File: config.mk
export PLATFORM = sky130hd
export DESIGN_NAME = safe_input_speed_monitor
export DESIGN_NICKNAME = d
export VERILOG_FILES = /design/src/pkg/safe_mon_pkg.sv /design/src/hdl/safe_input_speed_monitor.sv
export SDC_FILE = /design/constraint.sdc
export NUM_CORES = 1
export LEC_CHECK = 0
export ABC_AREA = 0
export CAP_MARGIN = 20
export CORE_UTILIZATION = 40
export DETAILED_ROUTE_END_ITERATION = 16
export DONT_BUFFER_PORTS = 1
export RECOVER_POWER = 25
export SETUP_SLACK_MARGIN = 0.4
export SLEW_MARGIN = 20
export SYNTH_ARGS = -nofsm -noshare
export SYNTH_HDL_FRONTEND = slang
export SYNTH_SLANG_ARGS = --single-unit
File: constraint.sdc
create_clock -name hclk -period 10.55 [get_ports hclk]
set_clock_uncertainty 0.2 [all_clocks]
set_input_delay 0 -clock hclk [delete_from_list [all_inputs] [get_ports hclk]]
set_output_delay 0 -clock hclk [all_outputs]
set_load 0.05 [all_outputs]
File: src/pkg/safe_mon_pkg.sv
// Constants, configuration layout and state carriers of the safe input speed monitor
package safe_mon_pkg;

	// ----------------------------------------
	// Timing
	// ----------------------------------------
	localparam int CLK_NS = 10;
	localparam int MS_NS = 1_000_000;
	localparam int MS_CYCLES = (MS_NS + CLK_NS - 1) / CLK_NS;
	localparam logic [6:0] TENTH_MS = 7'h64;
	localparam logic [7:0] UNSETTLE_MS = 8'h64;

	// ----------------------------------------
	// Register indices (byte address = 4 * index)
	// ----------------------------------------
	localparam logic [3:0] IDX_CFG = 4'h0;
	localparam logic [3:0] IDX_RAMP = 4'h1;
	localparam logic [3:0] IDX_CUTOFF = 4'h2;
	localparam logic [3:0] IDX_LIMIT_ONE = 4'h3;
	localparam logic [3:0] IDX_LIMIT_TWO = 4'h4;
	localparam logic [3:0] IDX_DISC = 4'h5;
	localparam logic [3:0] IDX_STABLE = 4'h6;
	localparam logic [3:0] IDX_STATUS = 4'h7;
	localparam logic [3:0] IDX_CMD = 4'h8;

	// ----------------------------------------
	// Function selector and sensor type codes
	// ----------------------------------------
	localparam logic [2:0] FN_TORQUE = 3'h0;
	localparam logic [2:0] FN_LIMIT_ONE = 3'h1;
	localparam logic [2:0] FN_LIMIT_TWO = 3'h2;
	localparam logic [2:0] FN_STOP = 3'h3;
	localparam logic [2:0] FN_RESET = 3'h4;
	localparam logic [1:0] TYPE_ANTIVALENT = 2'h1;
	localparam logic [1:0] TYPE_TWO_MAKE = 2'h3;

	// ----------------------------------------
	// Ranges (ramp in 0.1 s, speeds in RPM, times in ms)
	// ----------------------------------------
	localparam logic [15:0] RAMP_MIN = 16'h0001;
	localparam logic [15:0] RAMP_MAX = 16'h8ca0;
	localparam logic [15:0] CUTOFF_MIN = 16'h0078;
	localparam logic [15:0] CUTOFF_MAX = 16'h2710;
	localparam logic [15:0] LIMIT_MIN = 16'h0001;
	localparam logic [15:0] LIMIT_MAX = 16'h270f;

	// ----------------------------------------
	// Configuration register layout and the register reset values
	// ----------------------------------------
	typedef struct packed {
		logic manual;
		logic filter_en;
		logic stop_react;
		logic start_ramp;
		logic [1:0] type_two;
		logic [1:0] type_one;
		logic [2:0] fn_two;
		logic [2:0] fn_one;
	} cfg_s;

	localparam logic [13:0] CFG_RST = 14'h3000;
	localparam logic [15:0] RAMP_RST = 16'h000a;
	localparam logic [13:0] CUTOFF_RST = 14'h010e;
	localparam logic [13:0] LIMIT_RST = 14'h0096;
	localparam logic [7:0] DISC_RST = 8'h0a;
	localparam logic [7:0] STABLE_RST = 8'h02;

	// ----------------------------------------
	// Status word
	// ----------------------------------------
	typedef struct packed {
		logic drive_fault;
		logic stop_rx;
		logic monitoring;
		logic ramping;
		logic [1:0] act;
		logic ext;
		logic limit;
		logic self;
		logic in_fault;
		logic power_up_self_test;
		logic out;
	} status_s;

endpackage

File: src/hdl/safe_input_speed_monitor.sv
// Safe input evaluation, limited speed supervision and torque output control
`timescale 1ns/1ps
// Contract
// - Either input selects limited speed with code 1 or code 2.
// - Start-ramp option resets to 0, no ramp phase.
// - Ramp time 0.1 s to 3600.0 s in 0.1 s steps, default 1.0 s.
// - Active limited speed keeps comparing speed to limit until deactivated.
// - Cut-off speed 120 to 10000 RPM, default 270 RPM.
// - Safe speed limit 1 to 9999 RPM, default 150 RPM.
// - Overspeed triggers torque-off or stop-one reaction, default torque-off.
// - Stop-one reaction only when an input is set to stop-one.
// - Output self-test fault raises alarm and drops the output together.
// - Falling edge or low level activates; steady high leaves inactive.
// - Input one: torque, stop, speed; input two may also reset.
// - Rising edge on input two set to reset resets the device.
// - Automatic or manual reset for the function on input one.
// - Output low on internal, limit, stop-one, power-up test, external fault.
// - After input fault or power-up test, reset needs both inputs off.
// - Functions and failures stay latched until a reset clears them.
// - Drive alarm first; one reset clears alarm, another the function.
// - Channels checked for consistency per sensor type.
// - Discrepancy tolerated for set time, default 10 ms, then fault.
// - Either channel falling activates at once, no tolerance delay.
// - Optional filter suppresses short pulses and contact bounce.
// - Break, antivalent and transistor pairs; two make contacts refused.
// - Change taken after stable time; never settling gives a fault.
// - With ramp, limit checking starts after ramp time expires.
// - Speed at or above limit while monitoring gives a limit fault.

module safe_input_speed_monitor
	import safe_mon_pkg::*;
#(
	parameter int MS_CYC = MS_CYCLES
) (
	input wire logic hclk,
	input wire logic hresetn,
	input wire logic hsel,
	input wire logic [31:0] haddr,
	input wire logic [1:0] htrans,
	input wire logic hwrite,
	input wire logic [2:0] hsize,
	input wire logic [31:0] hwdata,
	input wire logic hready,
	output logic hreadyout,
	output logic [31:0] hrdata,
	output logic hresp,
	input wire logic [1:0] safe_input_one,
	input wire logic [1:0] safe_input_two,
	input wire logic [13:0] speed_rpm,
	input wire logic output_readback,
	input wire logic drive_fault,
	input wire logic external_fail,
	output logic safe_torque_output
);

	// ----------------------------------------
	// State
	// ----------------------------------------
	typedef struct packed {
		logic ready;
		logic [31:0] rdata;
		logic wr_pend;
		logic [3:0] wr_idx;
		cfg_s cfg;
		logic [15:0] ramp_time;
		logic [13:0] cutoff;
		logic [13:0] limit_one;
		logic [13:0] limit_two;
		logic [7:0] disc_ms;
		logic [7:0] stable_ms;
		logic [16:0] ms_div;
		logic [6:0] tenth_div;
		logic [3:0] prev_raw;
		logic [3:0] filt;
		logic [3:0] pend;
		logic [3:0][7:0] stab;
		logic [3:0][7:0] pend_cnt;
		logic [1:0][7:0] disc_cnt;
		logic [1:0] lvl_prev;
		logic [1:0] act;
		logic power_up_self_test;
		logic in_fault;
		logic self;
		logic limit;
		logic ext;
		logic stop_rx;
		logic lsp_prev;
		logic ramping;
		logic [15:0] ramp_cnt;
		logic out_prev;
		logic out;
	} state_s;

	state_s s_ff;
	state_s nxt_s;

	logic [16:0] ms_last;
	assign ms_last = 17'(MS_CYC - 1);

	function automatic logic [15:0] clip(
		input logic [31:0] v,
		input logic [15:0] lo,
		input logic [15:0] hi
	);
		logic [15:0] r;
		if (v < {16'h0000, lo}) begin
			r = lo;
		end else if (v > {16'h0000, hi}) begin
			r = hi;
		end else begin
			r = v[15:0];
		end
		return r;
	endfunction

	// ----------------------------------------
	// Next state
	// ----------------------------------------
	always_comb begin
		logic [3:0] raw;
		logic ms_tick;
		logic tenth_tick;
		logic [1:0] lvl;
		logic [1:0] demand;
		logic [2:0] fn [2];
		logic [1:0] typ [2];
		logic la;
		logic lb;
		logic rst_evt;
		logic both_off;
		logic lsp;
		logic use_two;
		logic [13:0] lim;
		logic stop_cfg;
		logic trip;
		status_s st;
		nxt_s = s_ff;
		raw = {safe_input_two, safe_input_one};
		fn[0] = s_ff.cfg.fn_one;
		fn[1] = s_ff.cfg.fn_two;
		typ[0] = s_ff.cfg.type_one;
		typ[1] = s_ff.cfg.type_two;
		lvl = 2'h0;
		demand = 2'h0;
		lsp = 1'b0;
		use_two = 1'b0;
		stop_cfg = 1'b0;
		trip = 1'b0;
		// Defaults keep every local defined on all paths
		ms_tick = 1'b0;
		tenth_tick = 1'b0;
		la = 1'b0;
		lb = 1'b0;
		rst_evt = 1'b0;
		both_off = 1'b0;
		lim = 14'h0000;
		st = '0;

		// Bus slave, zero wait states
		nxt_s.ready = 1'b1;
		nxt_s.wr_pend = 1'b0;
		if (s_ff.wr_pend) begin
			unique case (s_ff.wr_idx)
				IDX_CFG: nxt_s.cfg = hwdata[13:0];
				IDX_RAMP: nxt_s.ramp_time = clip(hwdata, RAMP_MIN, RAMP_MAX);
				IDX_CUTOFF: nxt_s.cutoff = 14'(clip(hwdata, CUTOFF_MIN, CUTOFF_MAX));
				IDX_LIMIT_ONE: nxt_s.limit_one = 14'(clip(hwdata, LIMIT_MIN, LIMIT_MAX));
				IDX_LIMIT_TWO: nxt_s.limit_two = 14'(clip(hwdata, LIMIT_MIN, LIMIT_MAX));
				IDX_DISC: nxt_s.disc_ms = hwdata[7:0];
				IDX_STABLE: nxt_s.stable_ms = hwdata[7:0];
				default: ;
			endcase
		end

		// Millisecond and tenth-second time base
		ms_tick = (s_ff.ms_div == ms_last);
		nxt_s.ms_div = ms_tick ? 17'h0_0000 : s_ff.ms_div + 17'h0_0001;
		tenth_tick = ms_tick && (s_ff.tenth_div == TENTH_MS - 7'h01);
		if (ms_tick) begin
			nxt_s.tenth_div = tenth_tick ? 7'h00 : s_ff.tenth_div + 7'h01;
		end

		// Stable-signal filter per channel
		nxt_s.prev_raw = raw;
		for (int c = 0; c < 4; c++) begin
			if (raw[c] != s_ff.prev_raw[c]) begin
				nxt_s.stab[c] = 8'h00;
			end else if (ms_tick && s_ff.stab[c] != 8'hff) begin
				nxt_s.stab[c] = s_ff.stab[c] + 8'h01;
			end
			if (!s_ff.cfg.filter_en) begin
				nxt_s.filt[c] = raw[c];
				nxt_s.pend[c] = 1'b0;
			end else if (raw[c] == s_ff.prev_raw[c] && s_ff.stab[c] >= s_ff.stable_ms) begin
				nxt_s.filt[c] = raw[c];
				nxt_s.pend[c] = 1'b0;
			end else if (raw[c] != s_ff.filt[c]) begin
				nxt_s.pend[c] = 1'b1;
			end
			if (!s_ff.pend[c]) begin
				nxt_s.pend_cnt[c] = 8'h00;
			end else if (ms_tick && s_ff.pend_cnt[c] != 8'hff) begin
				nxt_s.pend_cnt[c] = s_ff.pend_cnt[c] + 8'h01;
			end
		end

		// Channel pairing and discrepancy
		for (int i = 0; i < 2; i++) begin
			la = s_ff.filt[2*i];
			lb = (typ[i] == TYPE_ANTIVALENT) ? ~s_ff.filt[2*i+1] : s_ff.filt[2*i+1];
			lvl[i] = la & lb;
			demand[i] = ~la | ~lb;
			if (la == lb) begin
				nxt_s.disc_cnt[i] = 8'h00;
			end else if (ms_tick && s_ff.disc_cnt[i] != 8'hff) begin
				nxt_s.disc_cnt[i] = s_ff.disc_cnt[i] + 8'h01;
			end
			if (fn[i] == FN_LIMIT_ONE || fn[i] == FN_LIMIT_TWO) begin
				lsp = lsp | s_ff.act[i];
				use_two = use_two | (s_ff.act[i] & (fn[i] == FN_LIMIT_TWO));
			end
			stop_cfg = stop_cfg | (fn[i] == FN_STOP);
		end
		nxt_s.lvl_prev = lvl;

		// Reset handling
		rst_evt = s_ff.wr_pend && s_ff.wr_idx == IDX_CMD && hwdata[0];
		if (s_ff.cfg.fn_two == FN_RESET && lvl[1] && !s_ff.lvl_prev[1]) begin
			rst_evt = 1'b1;
		end
		// Off means de-energised in the cycle before the request
		both_off = !s_ff.lvl_prev[0] && !s_ff.lvl_prev[1];
		if (rst_evt && !drive_fault) begin
			if (s_ff.power_up_self_test || s_ff.in_fault || s_ff.self || s_ff.limit || s_ff.ext) begin
				if (both_off || !(s_ff.power_up_self_test || s_ff.in_fault)) begin
					nxt_s.power_up_self_test = 1'b0;
					nxt_s.in_fault = 1'b0;
					nxt_s.self = 1'b0;
					nxt_s.limit = 1'b0;
					nxt_s.ext = 1'b0;
					nxt_s.stop_rx = 1'b0;
				end
			end else begin
				nxt_s.act = 2'h0;
			end
		end
		if (!s_ff.cfg.manual && lvl[0] && !s_ff.in_fault) begin
			nxt_s.act[0] = 1'b0;
		end

		// Activation wins over any clear in the same cycle
		for (int i = 0; i < 2; i++) begin
			if (demand[i] && fn[i] != FN_RESET) begin
				nxt_s.act[i] = 1'b1;
			end
			if (s_ff.disc_cnt[i] > s_ff.disc_ms) begin
				nxt_s.in_fault = 1'b1;
			end
			if (typ[i] == TYPE_TWO_MAKE || (i == 0 && fn[0] == FN_RESET)) begin
				nxt_s.in_fault = 1'b1;
			end
		end
		for (int c = 0; c < 4; c++) begin
			if (s_ff.pend_cnt[c] >= UNSETTLE_MS) begin
				nxt_s.in_fault = 1'b1;
			end
		end
		if (external_fail) begin
			nxt_s.ext = 1'b1;
		end
		// Readback may lag a cycle, so only a settled output is judged
		if (s_ff.out == s_ff.out_prev && output_readback != s_ff.out) begin
			nxt_s.self = 1'b1;
		end

		// Limited speed supervision
		lim = use_two ? s_ff.limit_two : s_ff.limit_one;
		nxt_s.lsp_prev = lsp;
		if (!lsp) begin
			nxt_s.ramping = 1'b0;
		end else if (!s_ff.lsp_prev) begin
			if (s_ff.cfg.start_ramp && speed_rpm > lim) begin
				nxt_s.ramping = 1'b1;
				nxt_s.ramp_cnt = s_ff.ramp_time;
			end
		end else if (s_ff.ramping && tenth_tick) begin
			nxt_s.ramp_cnt = s_ff.ramp_cnt - 16'h0001;
			if (s_ff.ramp_cnt <= 16'h0001) begin
				nxt_s.ramping = 1'b0;
			end
		end
		if (lsp && s_ff.lsp_prev) begin
			trip = (!s_ff.ramping && speed_rpm >= lim) || speed_rpm > s_ff.cutoff;
		end
		if (trip) begin
			nxt_s.limit = 1'b1;
			if (s_ff.cfg.stop_react && stop_cfg) begin
				nxt_s.stop_rx = 1'b1;
			end
		end

		// Safe torque output
		nxt_s.out_prev = s_ff.out;
		nxt_s.out = 1'b1;
		if (s_ff.power_up_self_test || s_ff.in_fault || s_ff.self || s_ff.limit || s_ff.ext) begin
			nxt_s.out = 1'b0;
		end
		if (drive_fault || nxt_s.self) begin
			nxt_s.out = 1'b0;
		end
		for (int i = 0; i < 2; i++) begin
			if (s_ff.act[i] && (fn[i] == FN_TORQUE || fn[i] == FN_STOP)) begin
				nxt_s.out = 1'b0;
			end
		end

		// Read data, registered in the address phase
		st = '{drive_fault: drive_fault, stop_rx: s_ff.stop_rx,
			monitoring: lsp & ~s_ff.ramping, ramping: s_ff.ramping,
			act: s_ff.act, ext: s_ff.ext, limit: s_ff.limit, self: s_ff.self,
			in_fault: s_ff.in_fault, power_up_self_test: s_ff.power_up_self_test, out: s_ff.out};
		nxt_s.rdata = 32'h0000_0000;
		if (hsel && htrans[1] && hready) begin
			nxt_s.wr_pend = hwrite;
			nxt_s.wr_idx = haddr[5:2];
			if (!hwrite && haddr[31:6] == 26'h000_0000) begin
				unique case (haddr[5:2])
					IDX_CFG: nxt_s.rdata = {18'h0_0000, s_ff.cfg};
					IDX_RAMP: nxt_s.rdata = {16'h0000, s_ff.ramp_time};
					IDX_CUTOFF: nxt_s.rdata = {18'h0_0000, s_ff.cutoff};
					IDX_LIMIT_ONE: nxt_s.rdata = {18'h0_0000, s_ff.limit_one};
					IDX_LIMIT_TWO: nxt_s.rdata = {18'h0_0000, s_ff.limit_two};
					IDX_DISC: nxt_s.rdata = {24'h00_0000, s_ff.disc_ms};
					IDX_STABLE: nxt_s.rdata = {24'h00_0000, s_ff.stable_ms};
					IDX_STATUS: nxt_s.rdata = {20'h0_0000, st};
					default: nxt_s.rdata = 32'h0000_0000;
				endcase
			end
			if (haddr[31:6] != 26'h000_0000) begin
				nxt_s.wr_pend = 1'b0;
			end
		end
	end

	// ----------------------------------------
	// Registers
	// ----------------------------------------
	always_ff @(posedge hclk or negedge hresetn) begin
		if (!hresetn) begin
			s_ff <= '0;
			s_ff.cfg <= CFG_RST;
			s_ff.ramp_time <= RAMP_RST;
			s_ff.cutoff <= CUTOFF_RST;
			s_ff.limit_one <= LIMIT_RST;
			s_ff.limit_two <= LIMIT_RST;
			s_ff.disc_ms <= DISC_RST;
			s_ff.stable_ms <= STABLE_RST;
			s_ff.prev_raw <= 4'hf;
			s_ff.filt <= 4'hf;
			// Idle high, so no false reset edge follows reset
			s_ff.lvl_prev <= 2'h3;
			s_ff.power_up_self_test <= 1'b1;
		end else begin
			s_ff <= nxt_s;
		end
	end

	assign hreadyout = s_ff.ready;
	assign hrdata = s_ff.rdata;
	// Every transfer completes, so the response never leaves OKAY
	assign hresp = 1'b0;
	assign safe_torque_output = s_ff.out;

endmodule // safe_input_speed_monitor

== Yosys cells after proc, flatten, opt, wreduce, memory -nomap -nowiden ==
Index checks and enable logic that the tools add are counted.
W data, S select, Z words.
Storage, ports and cells
  register bits: 272
  input port bits: 95
  output and inout bits: 35
Cells by class
  add/subtract/negate cells: 13
  $lt $le $gt $ge: 19
  equality and inequality tests: 74
  multiplexer cells: 90
  bitwise gates (word level): 17
  reduce and logical (&&, ||, !) cells: 95
Operator list (number)
  $mux W8: 21
  $pmux W16 S8: 1
  $add A8 B1 Y8 const B: 10
  $ne A8 B8 Y1 const B: 10
  $mux W14: 5
  $mux W17: 4
  $gt A32 B14 Y1 const B: 2
  $mux W1: 51
  $mux W16: 3
  $logic_and A1 B1 Y1: 36
  $ge A8 B7 Y1 const B: 4
  $ge A8 B8 Y1: 4
  $gt A32 B16 Y1 const B: 1
  $lt A32 B1 Y1 const B: 1
  $lt A32 B7 Y1 const B: 1
  $eq A4 B3 Y1 const B: 7
  $gt A14 B14 Y1: 2
  $reduce_bool A2 Y1: 14
  $reduce_bool A9 Y1: 3
  $logic_not A26 Y1: 1
  $reduce_bool A26 Y1: 1
  $mux W21: 1
  $ne A2 B1 Y1 const B: 10
  $reduce_and A2 Y1: 9
  other kinds (33): 106

== Depth between registers and ports, before layout ==
  word-level depth: 16
  mapped depth: 15

== Worst setup path after synthesis ==
Ideal clock, no wire load.
  kind: flip-flop to flip-flop
  start: register s_ff[224] (netlist bit)
  end: register s_ff[9] (netlist bit)
  arrival time: 3.428 ns
  required time: 10.226 ns
  slack: 6.798 ns
  stages on the path, launching flop included: 14
  path buffers: 2
  cell sequence: dfrtp_1 -> nor3b_1 -> a31oi_1 -> clkbuf_1 -> mux2i_1 -> ha_1 -> a211oi_1 -> nor2_1 -> or3_1 -> nor2_1 -> a21o_1 -> clkbuf_1 -> nor2_1 -> a211o_1
On the way
  word-level cells in the longest chain between the ends: 9
RTL lines
  start: declaration: line safe_input_speed_monitor.sv:94  | state_s s_ff;
  start signal: assignment: line safe_input_speed_monitor.sv:364  | s_ff <= nxt_s;
  $eq A3 B2 Y1: line safe_input_speed_monitor.sv:218, safe_input_speed_monitor.sv:220
  $and A1 B1 Y1: line safe_input_speed_monitor.sv:220  | use_two = use_two | (s_ff.act[i] & (fn[i] == FN_LIMIT_TWO));
  $or A1 B1 Y1: line safe_input_speed_monitor.sv:220
  $mux W1: line safe_input_speed_monitor.sv:218  | if (fn[i] == FN_LIMIT_ONE || fn[i] == FN_LIMIT_TWO) begin
  $mux W14: line safe_input_speed_monitor.sv:277  | lim = use_two ? s_ff.limit_two : s_ff.limit_one;
  $gt A14 B14 Y1: line safe_input_speed_monitor.sv:282  | if (s_ff.cfg.start_ramp && speed_rpm > lim) begin
  $logic_and A1 B1 Y1: line safe_input_speed_monitor.sv:282
  $reduce_bool A2 Y1 (no line)
  $reduce_and A3 Y1 (no line) (*)
Every way passes the cells marked *; elsewhere a longest branch is shown, timed or not.
A chain may end at the register's enable or synchronous reset.

== Worst setup path after layout ==
  start: register s_ff[225] (netlist bit)
  end: register s_ff[14] (netlist bit)
Same word-level chain as after synthesis.

==> summary.txt <==
Run status
  • Outcome: finished with violations
  • Violated checks: max-capacitance violations, max-slew violations

Clock network
  • Library cell used as clock root buffer: clkbuf_16
  • Clock insertion delay at the later pin of the skew report: between 0.5 and 0.6 ns
  • Maximum root-to-sink buffer count: 3
  • Number of clock sinks: between 200 and 300
  • Number of buffers created by CTS: 29
  • Clock tree from TritonCTS: yes
  • Number of H-tree branching levels: 1
  • Post-cts resize count: 0
  • Clock-pin slew reported for the worst setup and hold paths after clock tree synthesis: approximately 0.060 ns

Layout
  • Area Growth Syn to Fin: 14.1%
  • Fill cell total of the finished layout: 3355
  • Core Util, Final: a little under half
  • Most common cell after layout, fill and taps aside: dfrtp_1
  • Net count of the finished layout: 1697
  • Commonest cells after routing, fill and taps aside: dfrtp_1, nand2_1, ha_1, o21ai_0, nor2_1
  • Share of cells above drive strength 1: a little under a tenth

Synth
  • Part of the Yosys area used for sequential elements: 44.7%
  • Post-synthesis instance area: between 10000 and 15000 sq um
  • Commonest register cell after synthesis: dfrtp_1
  • Cell accounting for the most synthesized area: dfrtp_1
  • Ranking of synthesized cells by area: dfrtp_1, ha_1, dfstp_2
  • Number of warnings reported in the yosys synthesis log: 0
  • Count of state elements after synthesis: 256
  • Share of synthesized flip-flops with an asynchronous set or reset: 100%
  • Number of synthesized flops with an enable pin: 0
  • Average size of a mapped cell: 9.93 sq um
  • Netlist cell types: 81
  • Area share of the largest cell type after synthesis: about two fifths
  • Number of standard cells after synthesis: between 1000 and 1500

Critical path
  • Most common cell on crit path: nand2_1
  • Worst flop-to-flop path startpoint: s_ff[225]$_DFFE_PN0P_
  • CP top delay family: simple AND/OR/NAND/NOR gates
  • Critical Path End Type: register
  • Required time at the endpoint of the critical path: between 10 and 15 ns
  • Crit path launch: s_ff[225]$_DFFE_PN0P_
  • Slowest Stage Delay on Critical Path: 0.72 ns
  • Worst path buffer plus inverter count: 2
  • Highest fanout seen on the critical path: 14
  • Path type of the worst setup path: register to register
  • Chain of cells forming the critical path: inv_1 > nand2_1 > nor3b_1 > a31oi_2 > buf_4 > mux2i_1 > ha_1 > nand4_1 > nor4_1 > nand4bb_2 > o21bai_4 > nand2_1 > and3_1 > a221o_1
  • Critical Path Start Type: register
  • Crit path max-delay cell type: nor4_1
  • Data arrival time at the worst-slack endpoint: ~4.5 ns

Timing
  • Min Clock Period, post-route: approximately 4.3 ns
  • Number of hold violations in the final report: 0
  • Total count of max-transition violations in the final report: 43
  • Final setup violating endpoints: 0
  • Setup TNS: 0 ns
  • Worst Tran Pin Value: 2.49 ns
  • Worst slew margin: -66.3%
  • Setup repair after global routing missed its margin: no
  • Period utilization: between 40% and 50%
  • Achievable Freq: about 230 MHz
  • Worst Slack Setup Final: around 6.3 ns
  • Final-layout worst hold slack: around 0.033 ns

Worst hold path
  • Min-delay src: speed_rpm[12]
  • Worst hold path type: input pin to register

Drt
  • Total vias in the final route: 11300
  • Wire per inst: ~20 um
  • Detailed router's first-iteration violation count: ~950
  • Wire length after detailed routing: 39.7 mm
  • Per-cell via count in the routed design: 5.70
  • Antenna-violating nets left: 0
  • DR pass1 iterations: 6
  • DRC violation count after routing: 0

Pwr
  • Total power after layout: around 2200 uW
  • Areal power density over the cells: approximately 140 nW/um^2
  • Max rail drop VDD: roughly 130 uV
  • Reported leakage power: 0.00749 uW

Floorplanning
  • Total number of placement rows: between 60 and 70
  • Placeable core region: around 36000 sq um
  • Starting Density: between 40% and 50%
  • Floorplan die height: about 190 um
  • Overall die area: 36800 sq um
  • Horiz. Die Dim: ~190 um
  • Num ports: 130

Global route
  • Via count of the first global-routing pass: 10800
  • Number of antenna violations at the first check in global routing: 3
  • Total global routing track utilization: between 20% and 30%
  • Pin count of the biggest net entering global routing: ~260
  • Residual overflow from global routing: 0
  • First-pass GRT wire length: slightly above 60 mm

Placement
  • Buffers added on ports: 0
  • Post-placement worst setup slack: around 6.4 ns
  • Estimated wirelength of the detail-placed design: 27.4 mm
  • Weighted congestion at the end of routability-driven global placement: 0.891

Flow run
  • Number of max-cap violations: 1
[layer usage]
layer	GRT usage [%]	vias up	routed length (um)
met2	31.8	352	17500
met5	0	-	27
li1	-	5323	-
met1	30.7	5562	17900
met4	7.33	4	1310
met3	5.26	99	3030
[sequential cells by signal (all words and copies together) (netlist names)]
| signal | count |
|---|---|
| s_ff | 238 |
| safe_torque_output | 1 |
| hrdata | 16 |
| hreadyout | 1 |
[worst register-to-register path: stages, from the launching register on]
cell,delay [ns]
dfrtp_1,0.40
inv_1,0.10
nand2_1,0.08
nor3b_1,0.23
a31oi_2,0.06
buf_4,0.24
mux2i_1,0.18
ha_1,0.31
nand4_1,0.24
nor4_1,0.72
nand4bb_2,0.32
o21bai_4,0.18
nand2_1,0.34
and3_1,0.32
a221o_1,0.25
[synth_stat cells (4+ instances only)]
cell / number
mux2i_1: 30
ha_1: 96
nand2b_1: 19
a221oi_1: 8
nor3b_1: 7
and2_1: 34
and3_1: 24
a31oi_2: 4
nor3_1: 28
nor2b_1: 16
buf_4: 34
a31oi_1: 16
o21ai_0: 95
clkbuf_1: 30
mux2_2: 22
o22ai_1: 11
nand2_1: 124
xnor2_1: 54
inv_1: 66
nor2_1: 94
a22oi_1: 28
a211oi_1: 4
or3_1: 12
dfstp_2: 30
dfrtp_1: 226
a221o_1: 4
nor4_1: 17
and4_1: 5
xor2_1: 35
o2111ai_1: 4
a21oi_1: 69
nand3b_1: 4
a22o_1: 21
a21o_1: 26
nand3_1: 35
nand4_1: 46
[metrics by stage]
| step | instance area [sq um] | cells |
|---|---|---|
| 2_1_floorplan | 14500 | 1469 |
| 3_3_place_gp | 14700 | 1868 |
| 4_1_cts | 16400 | 1987 |
| 3_5_place_dp | 14700 | 1868 |
| 6_report | 16500 | 1991 |
| 5_1_grt | 16500 | 1991 |
[area by class of cell]
cell class	count	area [sq um]	share of cell area (%)
Multi-Input combinational cell	1075	7390	44.9
Sequential cell	256	6440	39.1
Clock buffer	40	847	5.14
Timing Repair Buffer	77	769	4.67
Tap cell	461	577	3.50
Inverter	67	251	1.53
Clock inverter	14	185	1.12
Antenna cell	1	2.50	0.0152
[timing repair]
action | in CTS | in global routing
endpoints found under the hold margin | 420 | 39
hold buffers | 65 | 1
endpoints found under the setup margin | 0 | 0
buffers inserted | 0 | 0
[cells by family (layout without fill, tap and decap cells)]
| kind of cell | after synthesis | in the layout | share of synthesized area (%) |
|---|---|---|---|
| buffers and inverters | 138 | 198 | 4.60 |
| AOI/OAI and AO/OA | 331 | 331 | 15.3 |
| muxes | 52 | 52 | 3.80 |
| adders and majority gates | 96 | 96 | 8.32 |
| xor gates and xnor gates | 89 | 89 | 5.40 |
| and+or+nand+nor | 489 | 489 | 17.9 |
| other | 2 | 19 | 0.0520 |
| DFF | 256 | 256 | 44.7 |
[where the power goes]
part           internal (uW)  switching, uW  total (uW)
clock                    658            419        1080
combinational           50.7           93.5         144
sequential               998           21.5        1020
[path summary, 6_finish.rpt]
path	to	slack [ns]	cells past startpoint
hold reg to reg	s_ff[129]$_DFF_PN0_	0.28	1
setup reg to reg	s_ff[14]$_DFFE_PN0P_	6.27	14
max in group asynchronous	s_ff[119]$_DFF_PN1_	7.07	5
min in group asynchronous	s_ff[234]$_DFFE_PN0P_	1.08	3
setup / recovery	s_ff[14]$_DFFE_PN0P_	6.27	14
hold / removal	s_ff[5]$_DFFE_PN0P_	0.03	7
Power figures use the tool's default switching activity.
